<file path="src/hw/ompc_consts.svh">
// constants for the operating mode and power control block
// How it works
// - selector code 111 picks sub clock, slow mode
// - sub clock source by select bit, waits stable
// - codes 000 to 110 pick divided high clock
// - high clock restart shown on stable flags
// - halt with keeps 00 enters sleep
// - halt with keeps 01 keeps sub clock only
// - halt with keeps 11 keeps both clocks
// - halt with keeps 10 keeps high clock only
// - halt preserves memory, registers and ports
// - halt sets power-down, clears timeout flag
// - halt clears watchdog counter, enable governs counting
// - wake on port edge, interrupt, watchdog overflow
// - power-down flag cleared by power-up or clear-watchdog
// - watchdog wake sets timeout, resets pc and sp
// - per-pin port wake enable, resume after halt
// - disabled or stack-full interrupt resumes, stays pending
// - enabled interrupt with room gets normal response
// - interrupt already pending at halt cannot wake
// - run after wake only when high clock stable, or sub clock stable if halted from slow mode
// - peripheral clock follows system clock switch
// - separate settle counters per crystal
// - rc stable flag clears then sets on change
`ifndef OMPC_CONSTS_SVH
`define OMPC_CONSTS_SVH
`define OMPC_SEL_SUB      3'h7
`define OMPC_SEL_DIV_MAX  3'h6
`define OMPC_APB_SCC      12'h000
`define OMPC_APB_OSC      12'h004
`define OMPC_APB_STAT     12'h008
`define OMPC_APB_WAKE     12'h00c
`define OMPC_SETTLE_W     10
`define OMPC_HXT_SETTLE   10'h3ff
`define OMPC_HRC_SETTLE   10'h010
`define OMPC_LXT_SETTLE   10'h3ff
`define OMPC_LRC_SETTLE   10'h004
`define OMPC_RC_EN_RST    1'h1
`endif

</file>
<file path="src/hw/ompc_pkg.sv">
// types for the operating mode and power control block
package ompc_pkg;
  typedef enum logic [2:0] {
    OMPC_FAST  = 3'b000,
    OMPC_SLOW  = 3'b001,
    OMPC_SLEEP = 3'b010,
    OMPC_IDLE_LOW_CLOCK_MODE = 3'b011,
    OMPC_IDLE_BOTH_CLOCK_MODE = 3'b100,
    OMPC_IDLE_HIGH_CLOCK_MODE = 3'b101,
    OMPC_WAKE  = 3'b110
  } ompc_mode_type;

  typedef struct packed {
    logic        paddr_ok;
    logic [11:0] paddr;
    logic        pwrite;
    logic [31:0] pwdata;
  } ompc_apb_req_type;

  typedef struct packed {
    logic resume_next;  // continue after halt
    logic irq_vector;   // normal interrupt response
    logic pc_sp_reset;  // watchdog wake
  } ompc_wake_type;
endpackage : ompc_pkg

</file>
<file path="src/hw/ompc_top.sv">
// operating mode, clock select and halt/wake control with apb registers
`include "ompc_consts.svh"
module ompc_top
  import ompc_pkg::*;
(
  input  wire logic        sys_clk,
  input  wire logic        rst,
  input  wire logic        psel,
  input  wire logic        penable,
  input  wire logic        pwrite,
  input  wire logic [11:0] paddr,
  input  wire logic [31:0] pwdata,
  output logic      [31:0] prdata,
  output logic             pready,
  output logic             pslverr,
  input  wire logic        halt_exec,
  input  wire logic        clr_wdt_exec,
  input  wire logic        wdt_enable,
  input  wire logic        wdt_overflow,
  input  wire logic [7:0]  porta_pin,
  input  wire logic        irq_req,
  input  wire logic        irq_enable,
  input  wire logic        stack_full,
  output logic             wdt_clear,
  output logic             cpu_run,
  output logic             hold_state,
  output logic             hs_clk_on,
  output logic             ls_clk_on,
  output logic             sub_is_lxt,
  output logic             sysclk_is_sub,
  output logic [2:0]       hs_div_sel,
  output logic             periph_on_sub,
  output ompc_wake_type    wake_action,
  output logic             irq_pending
);
  // registers
  logic [2:0]    sysclk_select_ff;
  logic          hs_is_xtal_ff;
  logic          low_clock_source_sel_ff;
  logic          hs_osc_halt_keep_ff;
  logic          ls_osc_halt_keep_ff;
  logic          xtal_hs_en_ff;
  logic          rc_hs_en_ff;
  logic [1:0]    rc_hs_freq_ff;
  logic          lxt_en_ff;
  logic [7:0]    porta_wake_enable_ff;
  logic          power_down_flag_ff;
  logic          watchdog_timeout_flag_ff;
  ompc_mode_type mode_ff;
  ompc_mode_type run_mode_ff;
  logic [2:0]    sel_active_ff;
  logic          irq_pend_at_halt_ff;
  logic          irq_pending_ff;
  logic [7:0]    pa_s1_ff, pa_s2_ff, pa_s3_ff;
  logic [`OMPC_SETTLE_W-1:0] hxt_cnt_ff, hrc_cnt_ff, lxt_cnt_ff, lrc_cnt_ff;
  logic          hxt_stable_ff, hrc_stable_ff, lxt_stable_ff, lrc_stable_ff;
  logic [31:0]   prdata_ff;
  ompc_apb_req_type req;

  // settle counter step: restart on off, count to limit then stable
  function automatic logic [`OMPC_SETTLE_W-1:0] settle_next(
    input logic                      on,
    input logic                      restart,
    input logic [`OMPC_SETTLE_W-1:0] cnt,
    input logic [`OMPC_SETTLE_W-1:0] lim
  );
    if (!on || restart) begin
      settle_next = '0;
    end else if (cnt != lim) begin
      settle_next = cnt + 10'h001;
    end else begin
      settle_next = cnt;
    end
  endfunction : settle_next

  // sleep or any idle mode: cpu stopped, waiting for a wake event
  function automatic logic is_low_power(input ompc_mode_type m);
    is_low_power = (m == OMPC_SLEEP) || (m == OMPC_IDLE_LOW_CLOCK_MODE) ||
                   (m == OMPC_IDLE_BOTH_CLOCK_MODE) || (m == OMPC_IDLE_HIGH_CLOCK_MODE);
  endfunction : is_low_power

  // an enabled interrupt with stack room gets the normal response
  function automatic logic irq_serviced(
    input logic wake,
    input logic enable,
    input logic full
  );
    irq_serviced = wake && enable && !full;
  endfunction : irq_serviced

  // apb decode
  assign req.paddr    = paddr;
  assign req.pwrite   = pwrite;
  assign req.pwdata   = pwdata;
  assign req.paddr_ok = (paddr == `OMPC_APB_SCC) || (paddr == `OMPC_APB_OSC) ||
                        (paddr == `OMPC_APB_STAT) || (paddr == `OMPC_APB_WAKE);
  logic apb_acc, apb_wr;
  assign apb_acc = psel && penable;
  assign apb_wr  = apb_acc && req.pwrite && req.paddr_ok;
  assign pready  = 1'b1;
  assign pslverr = apb_acc && !req.paddr_ok;
  assign prdata  = prdata_ff;

  // halt sampling and wake decode
  logic hs_stable, ls_stable, in_low_power, pa_fall, irq_wake, wake_evt;
  assign hs_stable    = hs_is_xtal_ff ? hxt_stable_ff : hrc_stable_ff;
  assign ls_stable    = low_clock_source_sel_ff ? lxt_stable_ff : lrc_stable_ff;
  assign in_low_power = is_low_power(mode_ff);
  assign pa_fall  = |(pa_s3_ff & ~pa_s2_ff & porta_wake_enable_ff);
  assign irq_wake = irq_req && !irq_pend_at_halt_ff;
  assign wake_evt = in_low_power && (pa_fall || irq_wake || wdt_overflow);

  // halt only counts while the cpu runs
  logic halt_take;
  assign halt_take = halt_exec && cpu_run;

  // register writes from software
  always_ff @(posedge sys_clk) begin
    if (rst) begin
      sysclk_select_ff        <= 3'h0;
      hs_is_xtal_ff           <= 1'h0;
      low_clock_source_sel_ff <= 1'h0;
      hs_osc_halt_keep_ff     <= 1'h0;
      ls_osc_halt_keep_ff     <= 1'h0;
      xtal_hs_en_ff           <= 1'h0;
      rc_hs_en_ff             <= `OMPC_RC_EN_RST;
      rc_hs_freq_ff           <= 2'h0;
      lxt_en_ff               <= 1'h0;
      porta_wake_enable_ff    <= 8'h00;
    end else if (apb_wr && req.paddr == `OMPC_APB_SCC) begin
      sysclk_select_ff        <= req.pwdata[7:5];
      hs_is_xtal_ff           <= req.pwdata[3];
      low_clock_source_sel_ff <= req.pwdata[2];
      hs_osc_halt_keep_ff     <= req.pwdata[1];
      ls_osc_halt_keep_ff     <= req.pwdata[0];
    end else if (apb_wr && req.paddr == `OMPC_APB_OSC) begin
      rc_hs_en_ff   <= req.pwdata[0];
      rc_hs_freq_ff <= req.pwdata[3:2];
      xtal_hs_en_ff <= req.pwdata[8];
      lxt_en_ff     <= req.pwdata[16];
    end else if (apb_wr && req.paddr == `OMPC_APB_WAKE) begin
      porta_wake_enable_ff <= req.pwdata[7:0];
    end
  end

  // register reads
  always_ff @(posedge sys_clk) begin
    if (rst) begin
      prdata_ff <= 32'h0;
    end else if (psel && !penable) begin
      case (req.paddr)
        `OMPC_APB_SCC:  prdata_ff <= {24'h0, sysclk_select_ff, 1'b0, hs_is_xtal_ff,
                                      low_clock_source_sel_ff, hs_osc_halt_keep_ff,
                                      ls_osc_halt_keep_ff};
        `OMPC_APB_OSC:  prdata_ff <= {14'h0, lxt_stable_ff, lxt_en_ff, 6'h0,
                                      hxt_stable_ff, xtal_hs_en_ff, 4'h0,
                                      rc_hs_freq_ff, hrc_stable_ff, rc_hs_en_ff};
        `OMPC_APB_STAT: prdata_ff <= {24'h0, 1'b0, mode_ff, irq_pending_ff,
                                      lrc_stable_ff, watchdog_timeout_flag_ff,
                                      power_down_flag_ff};
        `OMPC_APB_WAKE: prdata_ff <= {24'h0, porta_wake_enable_ff};
        default:        prdata_ff <= 32'h0;
      endcase
    end
  end

  // port a two-flop sync plus edge history
  always_ff @(posedge sys_clk) begin
    if (rst) begin
      pa_s1_ff <= 8'hff;
      pa_s2_ff <= 8'hff;
      pa_s3_ff <= 8'hff;
    end else begin
      pa_s1_ff <= porta_pin;
      pa_s2_ff <= pa_s1_ff;
      pa_s3_ff <= pa_s2_ff;
    end
  end

  // oscillator settle counters, one per source
  logic hrc_chg, hs_need, ls_need;
  assign hrc_chg = apb_wr && req.paddr == `OMPC_APB_OSC &&
                   ((req.pwdata[0] && !rc_hs_en_ff) || req.pwdata[3:2] != rc_hs_freq_ff);
  assign hs_need = !in_low_power || (mode_ff != OMPC_SLEEP && mode_ff != OMPC_IDLE_LOW_CLOCK_MODE);
  assign ls_need = !in_low_power || (mode_ff != OMPC_SLEEP && mode_ff != OMPC_IDLE_HIGH_CLOCK_MODE);
  // high-speed crystal settle counter and stable flag
  always_ff @(posedge sys_clk) begin
    if (rst) begin
      hxt_cnt_ff    <= '0;
      hxt_stable_ff <= 1'h0;
    end else begin
      hxt_cnt_ff    <= settle_next(xtal_hs_en_ff && hs_need, 1'b0, hxt_cnt_ff,
                                   `OMPC_HXT_SETTLE);
      hxt_stable_ff <= hxt_cnt_ff == `OMPC_HXT_SETTLE;
    end
  end

  // high-speed rc settle counter and stable flag, restarted on a change
  always_ff @(posedge sys_clk) begin
    if (rst) begin
      hrc_cnt_ff    <= '0;
      hrc_stable_ff <= 1'h0;
    end else begin
      hrc_cnt_ff    <= settle_next(rc_hs_en_ff && hs_need, hrc_chg, hrc_cnt_ff,
                                   `OMPC_HRC_SETTLE);
      hrc_stable_ff <= !hrc_chg && hrc_cnt_ff == `OMPC_HRC_SETTLE;
    end
  end

  // low-speed crystal settle counter and stable flag
  always_ff @(posedge sys_clk) begin
    if (rst) begin
      lxt_cnt_ff    <= '0;
      lxt_stable_ff <= 1'h0;
    end else begin
      lxt_cnt_ff    <= settle_next(lxt_en_ff && ls_need, 1'b0, lxt_cnt_ff,
                                   `OMPC_LXT_SETTLE);
      lxt_stable_ff <= lxt_cnt_ff == `OMPC_LXT_SETTLE;
    end
  end

  // low-speed rc settle counter and stable flag
  always_ff @(posedge sys_clk) begin
    if (rst) begin
      lrc_cnt_ff    <= '0;
      lrc_stable_ff <= 1'h0;
    end else begin
      lrc_cnt_ff    <= settle_next(ls_need, 1'b0, lrc_cnt_ff, `OMPC_LRC_SETTLE);
      lrc_stable_ff <= lrc_cnt_ff == `OMPC_LRC_SETTLE;
    end
  end

  // active clock select, switches to sub only once it is stable
  always_ff @(posedge sys_clk) begin
    if (rst) begin
      sel_active_ff <= 3'h0;
    end else if (sysclk_select_ff == `OMPC_SEL_SUB) begin
      if (ls_stable) begin
        sel_active_ff <= `OMPC_SEL_SUB;
      end
    end else begin
      sel_active_ff <= sysclk_select_ff;
    end
  end

  // operating mode machine
  always_ff @(posedge sys_clk) begin
    if (rst) begin
      mode_ff     <= OMPC_FAST;
      run_mode_ff <= OMPC_FAST;
    end else begin
      case (mode_ff)
        OMPC_FAST, OMPC_SLOW: begin
          if (halt_exec) begin
            run_mode_ff <= mode_ff;
            case ({hs_osc_halt_keep_ff, ls_osc_halt_keep_ff})
              2'b00:   mode_ff <= OMPC_SLEEP;
              2'b01:   mode_ff <= OMPC_IDLE_LOW_CLOCK_MODE;
              2'b11:   mode_ff <= OMPC_IDLE_BOTH_CLOCK_MODE;
              default: mode_ff <= OMPC_IDLE_HIGH_CLOCK_MODE;
            endcase
          end else begin
            mode_ff <= (sel_active_ff == `OMPC_SEL_SUB) ? OMPC_SLOW : OMPC_FAST;
          end
        end
        OMPC_SLEEP, OMPC_IDLE_LOW_CLOCK_MODE, OMPC_IDLE_BOTH_CLOCK_MODE, OMPC_IDLE_HIGH_CLOCK_MODE: begin
          if (wake_evt) begin
            mode_ff <= OMPC_WAKE;
          end
        end
        OMPC_WAKE: begin
          if (run_mode_ff == OMPC_SLOW ? ls_stable : hs_stable) begin
            mode_ff <= run_mode_ff;
          end
        end
        default: mode_ff <= OMPC_FAST;
      endcase
    end
  end

  // wake cause latched for the cpu
  always_ff @(posedge sys_clk) begin
    if (rst) begin
      wake_action <= '0;
    end else if (wake_evt) begin
      wake_action.pc_sp_reset <= wdt_overflow;
      wake_action.irq_vector  <= !wdt_overflow &&
                                 irq_serviced(irq_wake, irq_enable, stack_full);
      wake_action.resume_next <= !wdt_overflow &&
                                 !irq_serviced(irq_wake, irq_enable, stack_full);
    end else if (mode_ff != OMPC_WAKE) begin
      wake_action <= '0;
    end
  end

  // interrupt request seen at halt, blocks it as a wake source
  always_ff @(posedge sys_clk) begin
    if (rst) begin
      irq_pend_at_halt_ff <= 1'h0;
    end else if (halt_take) begin
      irq_pend_at_halt_ff <= irq_req;
    end
  end

  // interrupt held pending until enabled with stack room
  always_ff @(posedge sys_clk) begin
    if (rst) begin
      irq_pending_ff <= 1'h0;
    end else if (irq_req && (!irq_enable || stack_full)) begin
      irq_pending_ff <= 1'h1;
    end else if (irq_serviced(1'b1, irq_enable, stack_full)) begin
      irq_pending_ff <= 1'h0;
    end
  end

  // power-down flag: halt sets, clear-watchdog clears, set wins
  always_ff @(posedge sys_clk) begin
    if (rst) begin
      power_down_flag_ff <= 1'h0;
    end else if (halt_take) begin
      power_down_flag_ff <= 1'h1;
    end else if (clr_wdt_exec) begin
      power_down_flag_ff <= 1'h0;
    end
  end

  // timeout flag: watchdog wake sets, halt clears
  always_ff @(posedge sys_clk) begin
    if (rst) begin
      watchdog_timeout_flag_ff <= 1'h0;
    end else if (in_low_power && wdt_overflow) begin
      watchdog_timeout_flag_ff <= 1'h1;
    end else if (halt_take) begin
      watchdog_timeout_flag_ff <= 1'h0;
    end
  end

  // clock and cpu control outputs
  assign wdt_clear     = halt_take || clr_wdt_exec;
  assign cpu_run       = (mode_ff == OMPC_FAST) || (mode_ff == OMPC_SLOW);
  assign hold_state    = in_low_power || mode_ff == OMPC_WAKE;
  assign hs_clk_on     = hs_need;
  assign ls_clk_on     = ls_need || wdt_enable;
  assign sub_is_lxt    = low_clock_source_sel_ff;
  assign sysclk_is_sub = sel_active_ff == `OMPC_SEL_SUB;
  assign hs_div_sel    = sysclk_is_sub ? 3'h0 : sel_active_ff;
  assign periph_on_sub = sysclk_is_sub;
  assign irq_pending   = irq_pending_ff;
endmodule : ompc_top

</file>
<file path="config.mk">
export PLATFORM = sky130hd
export DESIGN_NAME = ompc_top
export DESIGN_NICKNAME = d
export VERILOG_FILES = /design/src/hw/ompc_pkg.sv /design/src/hw/ompc_top.sv
export VERILOG_INCLUDE_DIRS = /design/src /design/src/hw
export SDC_FILE = /design/constraint.sdc
export NUM_CORES = 1
export LEC_CHECK = 0
export ABC_AREA = 1
export BUFFER_PORTS_ARGS = -buffer_cell sky130_fd_sc_hd__buf_4
export CAP_MARGIN = 15
export CORE_ASPECT_RATIO = 1.75
export CORE_MARGIN = 5
export CORE_UTILIZATION = 47
export CTS_CLUSTER_DIAMETER = 40
export CTS_CLUSTER_SIZE = 40
export DETAILED_ROUTE_END_ITERATION = 8
export HOLD_SLACK_MARGIN = 0.1
export PLACE_DENSITY = 0.71
export SKIP_LAST_GASP = 1
export SLEW_MARGIN = 20
export SYNTH_ARGS = -nofsm -noshare
export SYNTH_HDL_FRONTEND = slang
export SYNTH_SLANG_ARGS = --single-unit
</file>
<file path="constraint.sdc">
create_clock -name sys_clk -period 2.3 [get_ports sys_clk]
set_input_delay 0.23 -clock sys_clk [delete_from_list [all_inputs] [get_ports sys_clk]]
set_output_delay 0.23 -clock sys_clk [all_outputs]
set_load 0.01 [all_outputs]
</file>
# Word-level counts from Yosys, hierarchy flattened
# Index checks and enable logic that the tools add are counted.
# Widths: inputs -> output; s select.
[classes]
multipliers = 0
add_sub_neg = 4
div_mod_pow = 0
muxes = 21
shift = 0
bitwise_logic = 8
order_cmp = 0
n_eq_ne = 30
reduce_logical = 72
[op_table]
columns = ["op", "count"]
rows = [
  ["$pmux 18 s4", 1],
  ["$add 10x1->10 const B", 4],
  ["$logic_and 1x1->1", 26],
  ["$eq 12x4->1 const B", 2],
  ["$mux 3", 8],
  ["$eq 10x10->1 const B", 2],
  ["$ne 10x10->1 const B", 2],
  ["$pmux 3 s3", 2],
  ["$logic_or 1x1->1", 17],
  ["$and 8x8->8", 2],
  ["$eq 3x3->1 const B", 5],
  ["$eq 12x3->1 const B", 1],
  ["$logic_not 12->1", 1],
  ["$logic_not 1->1", 11],
  ["$eq 10x3->1 const B", 1],
  ["$eq 10x5->1 const B", 1],
  ["$mux 1", 10],
  ["$ne 10x3->1 const B", 1],
  ["$ne 10x5->1 const B", 1],
  ["$reduce_or 2->1", 5],
  ["$not 8->8", 1],
  ["$reduce_bool 2->1", 4],
  ["$reduce_or 8->1", 1],
  ["$eq 3x1->1 const B", 2],
  ["13 further kinds", 24],
]
[totals]
elab_cells = 167
regBits = 136
ramBits = 0
mem_bits_ro = 0
latch_bits = 0
output_inout_bits = 49
n_memories = 0

# Depth between registers and ports, before layout
[logic_depth]
ltp_word = 10
ltp_mapped = 9
mapped_depth_nobuf = 9

# Worst setup path before layout
# OpenSTA, ideal clock, no wires.
[synth_timing]
kind = "register to register"
start = "register mode_ff[1]"
end = "register lxt_cnt_ff[7]"
path_buffers = 0
arrival_time_ns = 1.397
setup_ns = 0.076
slack_ns = 0.827
path_stages_with_launch = 8
required_ns = 2.224
cell_sequence = "dfxtp_1 inv_1 ha_1 nand2_1 nand2_1 inv_1 nand2_2 a31oi_1"
[synth_via]
elab_chain_len = 9
word_cells_on_any_way = 15
classes_between = "eq/ne (6); bitwise (1); reduce/logical (8)"
[synth_lines]
columns = ["element", "line", "text"]
rows = [
  ["start, declared", "ompc_top.sv:49", "ompc_mode_type mode_ff;"],
  ["start signal, assigned", "ompc_top.sv:263", "mode_ff <= (sel_active_ff == `OMPC_SEL_SUB) ? OMPC_SLOW : OMPC_FAST;"],
  ["start signal, assigned", "ompc_top.sv:273", "mode_ff <= run_mode_ff;"],
  ["$eq 3x2->1", "ompc_top.sv:78", "is_low_power = (m == OMPC_SLEEP) || (m == OMPC_IDLE_LOW_CLOCK_MODE) ||"],
  ["$logic_or 1x1->1 (2 in a row)", "ompc_top.sv:78", ""],
  ["$logic_or 1x1->1", "ompc_top.sv:79", "(m == OMPC_IDLE_BOTH_CLOCK_MODE) || (m == OMPC_IDLE_HIGH_CLOCK_MODE);"],
  ["$logic_not 1->1", "ompc_top.sv:185", "assign ls_need = !in_low_power || (mode_ff != OMPC_SLEEP && mode_ff != OMPC_IDLE_HIGH_CLOCK_MODE);"],
  ["$logic_or 1x1->1 *", "ompc_top.sv:185", ""],
  ["$logic_and 1x1->1 *", "ompc_top.sv:216", "lxt_cnt_ff <= settle_next(lxt_en_ff && ls_need, 1'b0, lxt_cnt_ff,"],
  ["$not 1->1 (no source line) *", "n/a", ""],
  ["$reduce_or 2->1 (no source line) *", "n/a", ""],
  ["end signal, assigned", "ompc_top.sv:216", ""],
  ["end, declared", "ompc_top.sv:55", "logic [`OMPC_SETTLE_W-1:0] hxt_cnt_ff, hrc_cnt_ff, lxt_cnt_ff, lrc_cnt_ff;"],
]
# Mark *: on every way between the ends. The rest lies on a longest branch, timed or not.
# A chain may end at the register's enable or synchronous reset.

# Worst setup path in the final report
[layout_timing]
start = "register mode_ff[1]"
end = "output ls_clk_on"
[layout_via]
elab_chain_len = 7
word_cells_on_any_way = 13
classes_between = "eq/ne (6); reduce/logical (7)"
[layout_lines]
columns = ["element", "line", "text"]
rows = [
  ["$eq 3x2->1", "ompc_top.sv:78", ""],
  ["$logic_or 1x1->1 (2 in a row)", "ompc_top.sv:78", ""],
  ["$logic_or 1x1->1", "ompc_top.sv:79", ""],
  ["$logic_not 1->1", "ompc_top.sv:185", ""],
  ["$logic_or 1x1->1 *", "ompc_top.sv:185", ""],
  ["$logic_or 1x1->1 *", "ompc_top.sv:343", "assign ls_clk_on = ls_need || wdt_enable;"],
  ["end, declared", "ompc_top.sv:28", "output logic ls_clk_on,"],
]
# Marks and branches as above.

==> qor.txt <==
Largest net degree at the start of global routing: 37
Post-Synth Simple-Gate Area: 26.04%
Synth Area per Inst: 7.564 um2
Vias per cell: 5.074
Initial Util: 48.22%
Detailed Route Iter0 Violations: 237
Outcome: completed
Fmax achieved: 455.9 MHz
Comb power frac: 16.3%
Avg WL per Cell: 13.45 um
Area contributors post-synth: dfxtp_1 45%, nand2_1 7.0%, inv_1 6.4%
Synthesis Warnings: 0
Clk sinks: 116
Worst slew pin tran: 0.5791 ns
Post-Synth Adder-Cell Area: 2.894%
Clk network pwr share: 44.7%
Die height: 149.0 um
Rel. slew slack: 61.10%
DR pass1 iterations: 7
CP startpoint kind: flop
Final ANT Viol Nets: 0
Post-Synth XOR/XNOR Area: 2.363%
Std cell rows: 50
DRC errors left: 0
Die ar.: 13320 um2
Commonest non-fill, non-tap cell in the layout: dfxtp_1
Int Pwr: 4.121 mW
Critical path peak fanout: 7
Port Buf Inserts: 69
Setup Buffers After CTS: 0
Power Total: 5.694 mW
Switching portion of total power: 27.62%
Initial antenna violation count: 0
Final nets: 853
Hpwl dp: 9250 um
DR vias: 4668
Final core occ: 60.16%
Cts hold-fix bufs: 12
Ant. Diodes: 0
Sequential fraction of the synthesis area: 44.76%
Max clock buf depth: 2
Worst-path clk slew: 0.06 ns
First-pass GRT wire length: 20380 um
Kind of critical path: reg2out
Final Hold Fails: 0
RePlAce Congestion: 0.8924
Share of cells above drive strength 1: 18.48%
Mapped Cells: 686
Compound-gate portion of the synthesized area: 12.71%
Cell leakage power: 2.708 nW
Worst min-delay path class: in2reg
Crit path capture type: primary output
Cts repair resizes: 0
Crit path DAT: 1.96 ns
Tcrit/Tclk final: 95.38%
GRT Util Overall: 19.68%
Max cap viols: 0
Die Width: 89.43 um
Mapped cell area: 5189 um2
H-Tree Depth: 4
CTS tree: yes
Setup violations, final: 0
PwrDens: 879.5 nW/um2
Final Critical Period: 2.194 ns
Total grt overflow: 0
Net Sw Power: 1.573 mW
Root Buffer: clkbuf_16
I/O Pins: 113
Syn-to-layout area delta: 24.76%
Post-route clock skew: 0.007947 ns
Worst vdd ir: 0.0008261 V
Core footprint: 10760 um2
Final Max Slew Viols: 0
Largest family of logic cells by synthesized area: simple AND/OR/NAND/NOR gates
Clk_lat worst skew: 0.42 ns
Mux contribution to synthesized area: 0%
Biggest area consumer among synthesized cells: dfxtp_1
Vias in the first global route: 4573
#FFs+latches synth: 116
WP data required: 2.07 ns
Share of the synthesized area in the top cell type: 44.76%
Total Neg Setup Slack: 0 ns
Register share of total power: 39.0%
Netlist cell types: 34
RSZ-0062 raised after global routing: false
DRT Wirelength: 12370 um
Most frequent cells in the layout: 116 x dfxtp_1, 97 x nand2_1, 88 x inv_1
Total CTS buffers: 17
Fillers: 966
-- per-layer routing --
layer,GRT usage (%),share of wire [%],up-vias,wire (um)
li1,-,-,2376,-
met1,19.49,36,2162,4511
met2,36.41,56,103,6901
met3,5.583,4.8,27,592
met4,8.867,3.0,0,366
met5,0,0,-,0
-- critical path, stage by stage (launching register included) --
cell and delay, ns:
dfxtp_1 0.42, inv_1 0.10, ha_1 0.44, nand2_1 0.14, or2_2 0.29, buf_4 0.15
-- logic make-up after synthesis --
family | Yosys count
and+or+nand+nor | 289
buffers and inverters | 128
AOI/OAI and AO/OA | 125
xor gates and xnor gates | 14
other | 2
DFF | 116
adders and majority gates | 12
-- through the flow --
step	setup slack (ns)	cells	hold slack (ns)	area, um2
after floorplan	0.8273	705	0.3338	5260
after global placement	0.5259	876	0.3953	5774
after detailed placement	0.5118	876	0.3958	5774
after CTS	0.08433	920	0.1079	6474
after global routing	0.04813	920	0.1186	6474
final	0.1063	920	0.1149	6474
-- final timing paths --
path	startpoint	endpoint	slack, ns	depth (start not counted)
max	mode_ff[1]	ls_clk_on	0.11	5
max reg2reg	mode_ff[1]	lxt_cnt_ff[9]	0.51	7
min	pwdata[8]	xtal_hs_en_ff	0.11	3
min reg2reg	pa_s1_ff[7]	pa_s2_ff[7]	0.41	1
-- power by group through the flow --
stage	sequential, mW	clock (mW)	combinational (mW)
floorplan	2.24	0	0.591
global placement	2.26	0	0.880
detailed placement	2.26	0	0.911
CTS	2.22	2.57	0.931
global route	2.23	2.68	1.04
finish	2.22	2.55	0.929
-- state kept, by name, indices dropped and copies added, names as in the netlist, 2 cells and up --
name,flops
pa_s1_ff,8
hxt_cnt_ff,10
lrc_cnt_ff,10
porta_wake_enable_ff,8
run_mode_ff,3
wake_action,3
hrc_cnt_ff,10
prdata,12
pa_s2_ff,8
sysclk_select_ff,3
pa_s3_ff,8
lxt_cnt_ff,10
mode_ff,3
rc_hs_freq_ff,2
sel_active_ff,3
-- synth_stat cells (all sizes together) --
master / count
dfxtp: 116
nand2: 101
inv: 90
nor2: 71
nand3: 64
a21oi: 56
o21ai: 53
buf: 30
or2: 22
nor3: 16
ha: 12
nand4: 12
a31oi: 8
clkbuf: 7
xnor2: 7
xor2: 7
o211ai: 6
conb: 2
and3: 1
clkinv: 1
nand3b: 1
nor4: 1
o221ai: 1
o22ai: 1
-- final cells by class --
| cell class | instances | area [um2] | share of cell area (%) |
|---|---|---|---|
| multi-input cells | 461 | 2362 | 36.49 |
| flip-flops and latches | 116 | 2322 | 35.87 |
| well taps | 130 | 162.7 | 2.513 |
| inverters | 91 | 341.6 | 5.276 |
| repair buffers | 90 | 705.7 | 10.90 |
| clock inverters | 12 | 132.6 | 2.049 |
| clock buffers | 20 | 446.7 | 6.900 |
(Power assumes the default switching activity.)
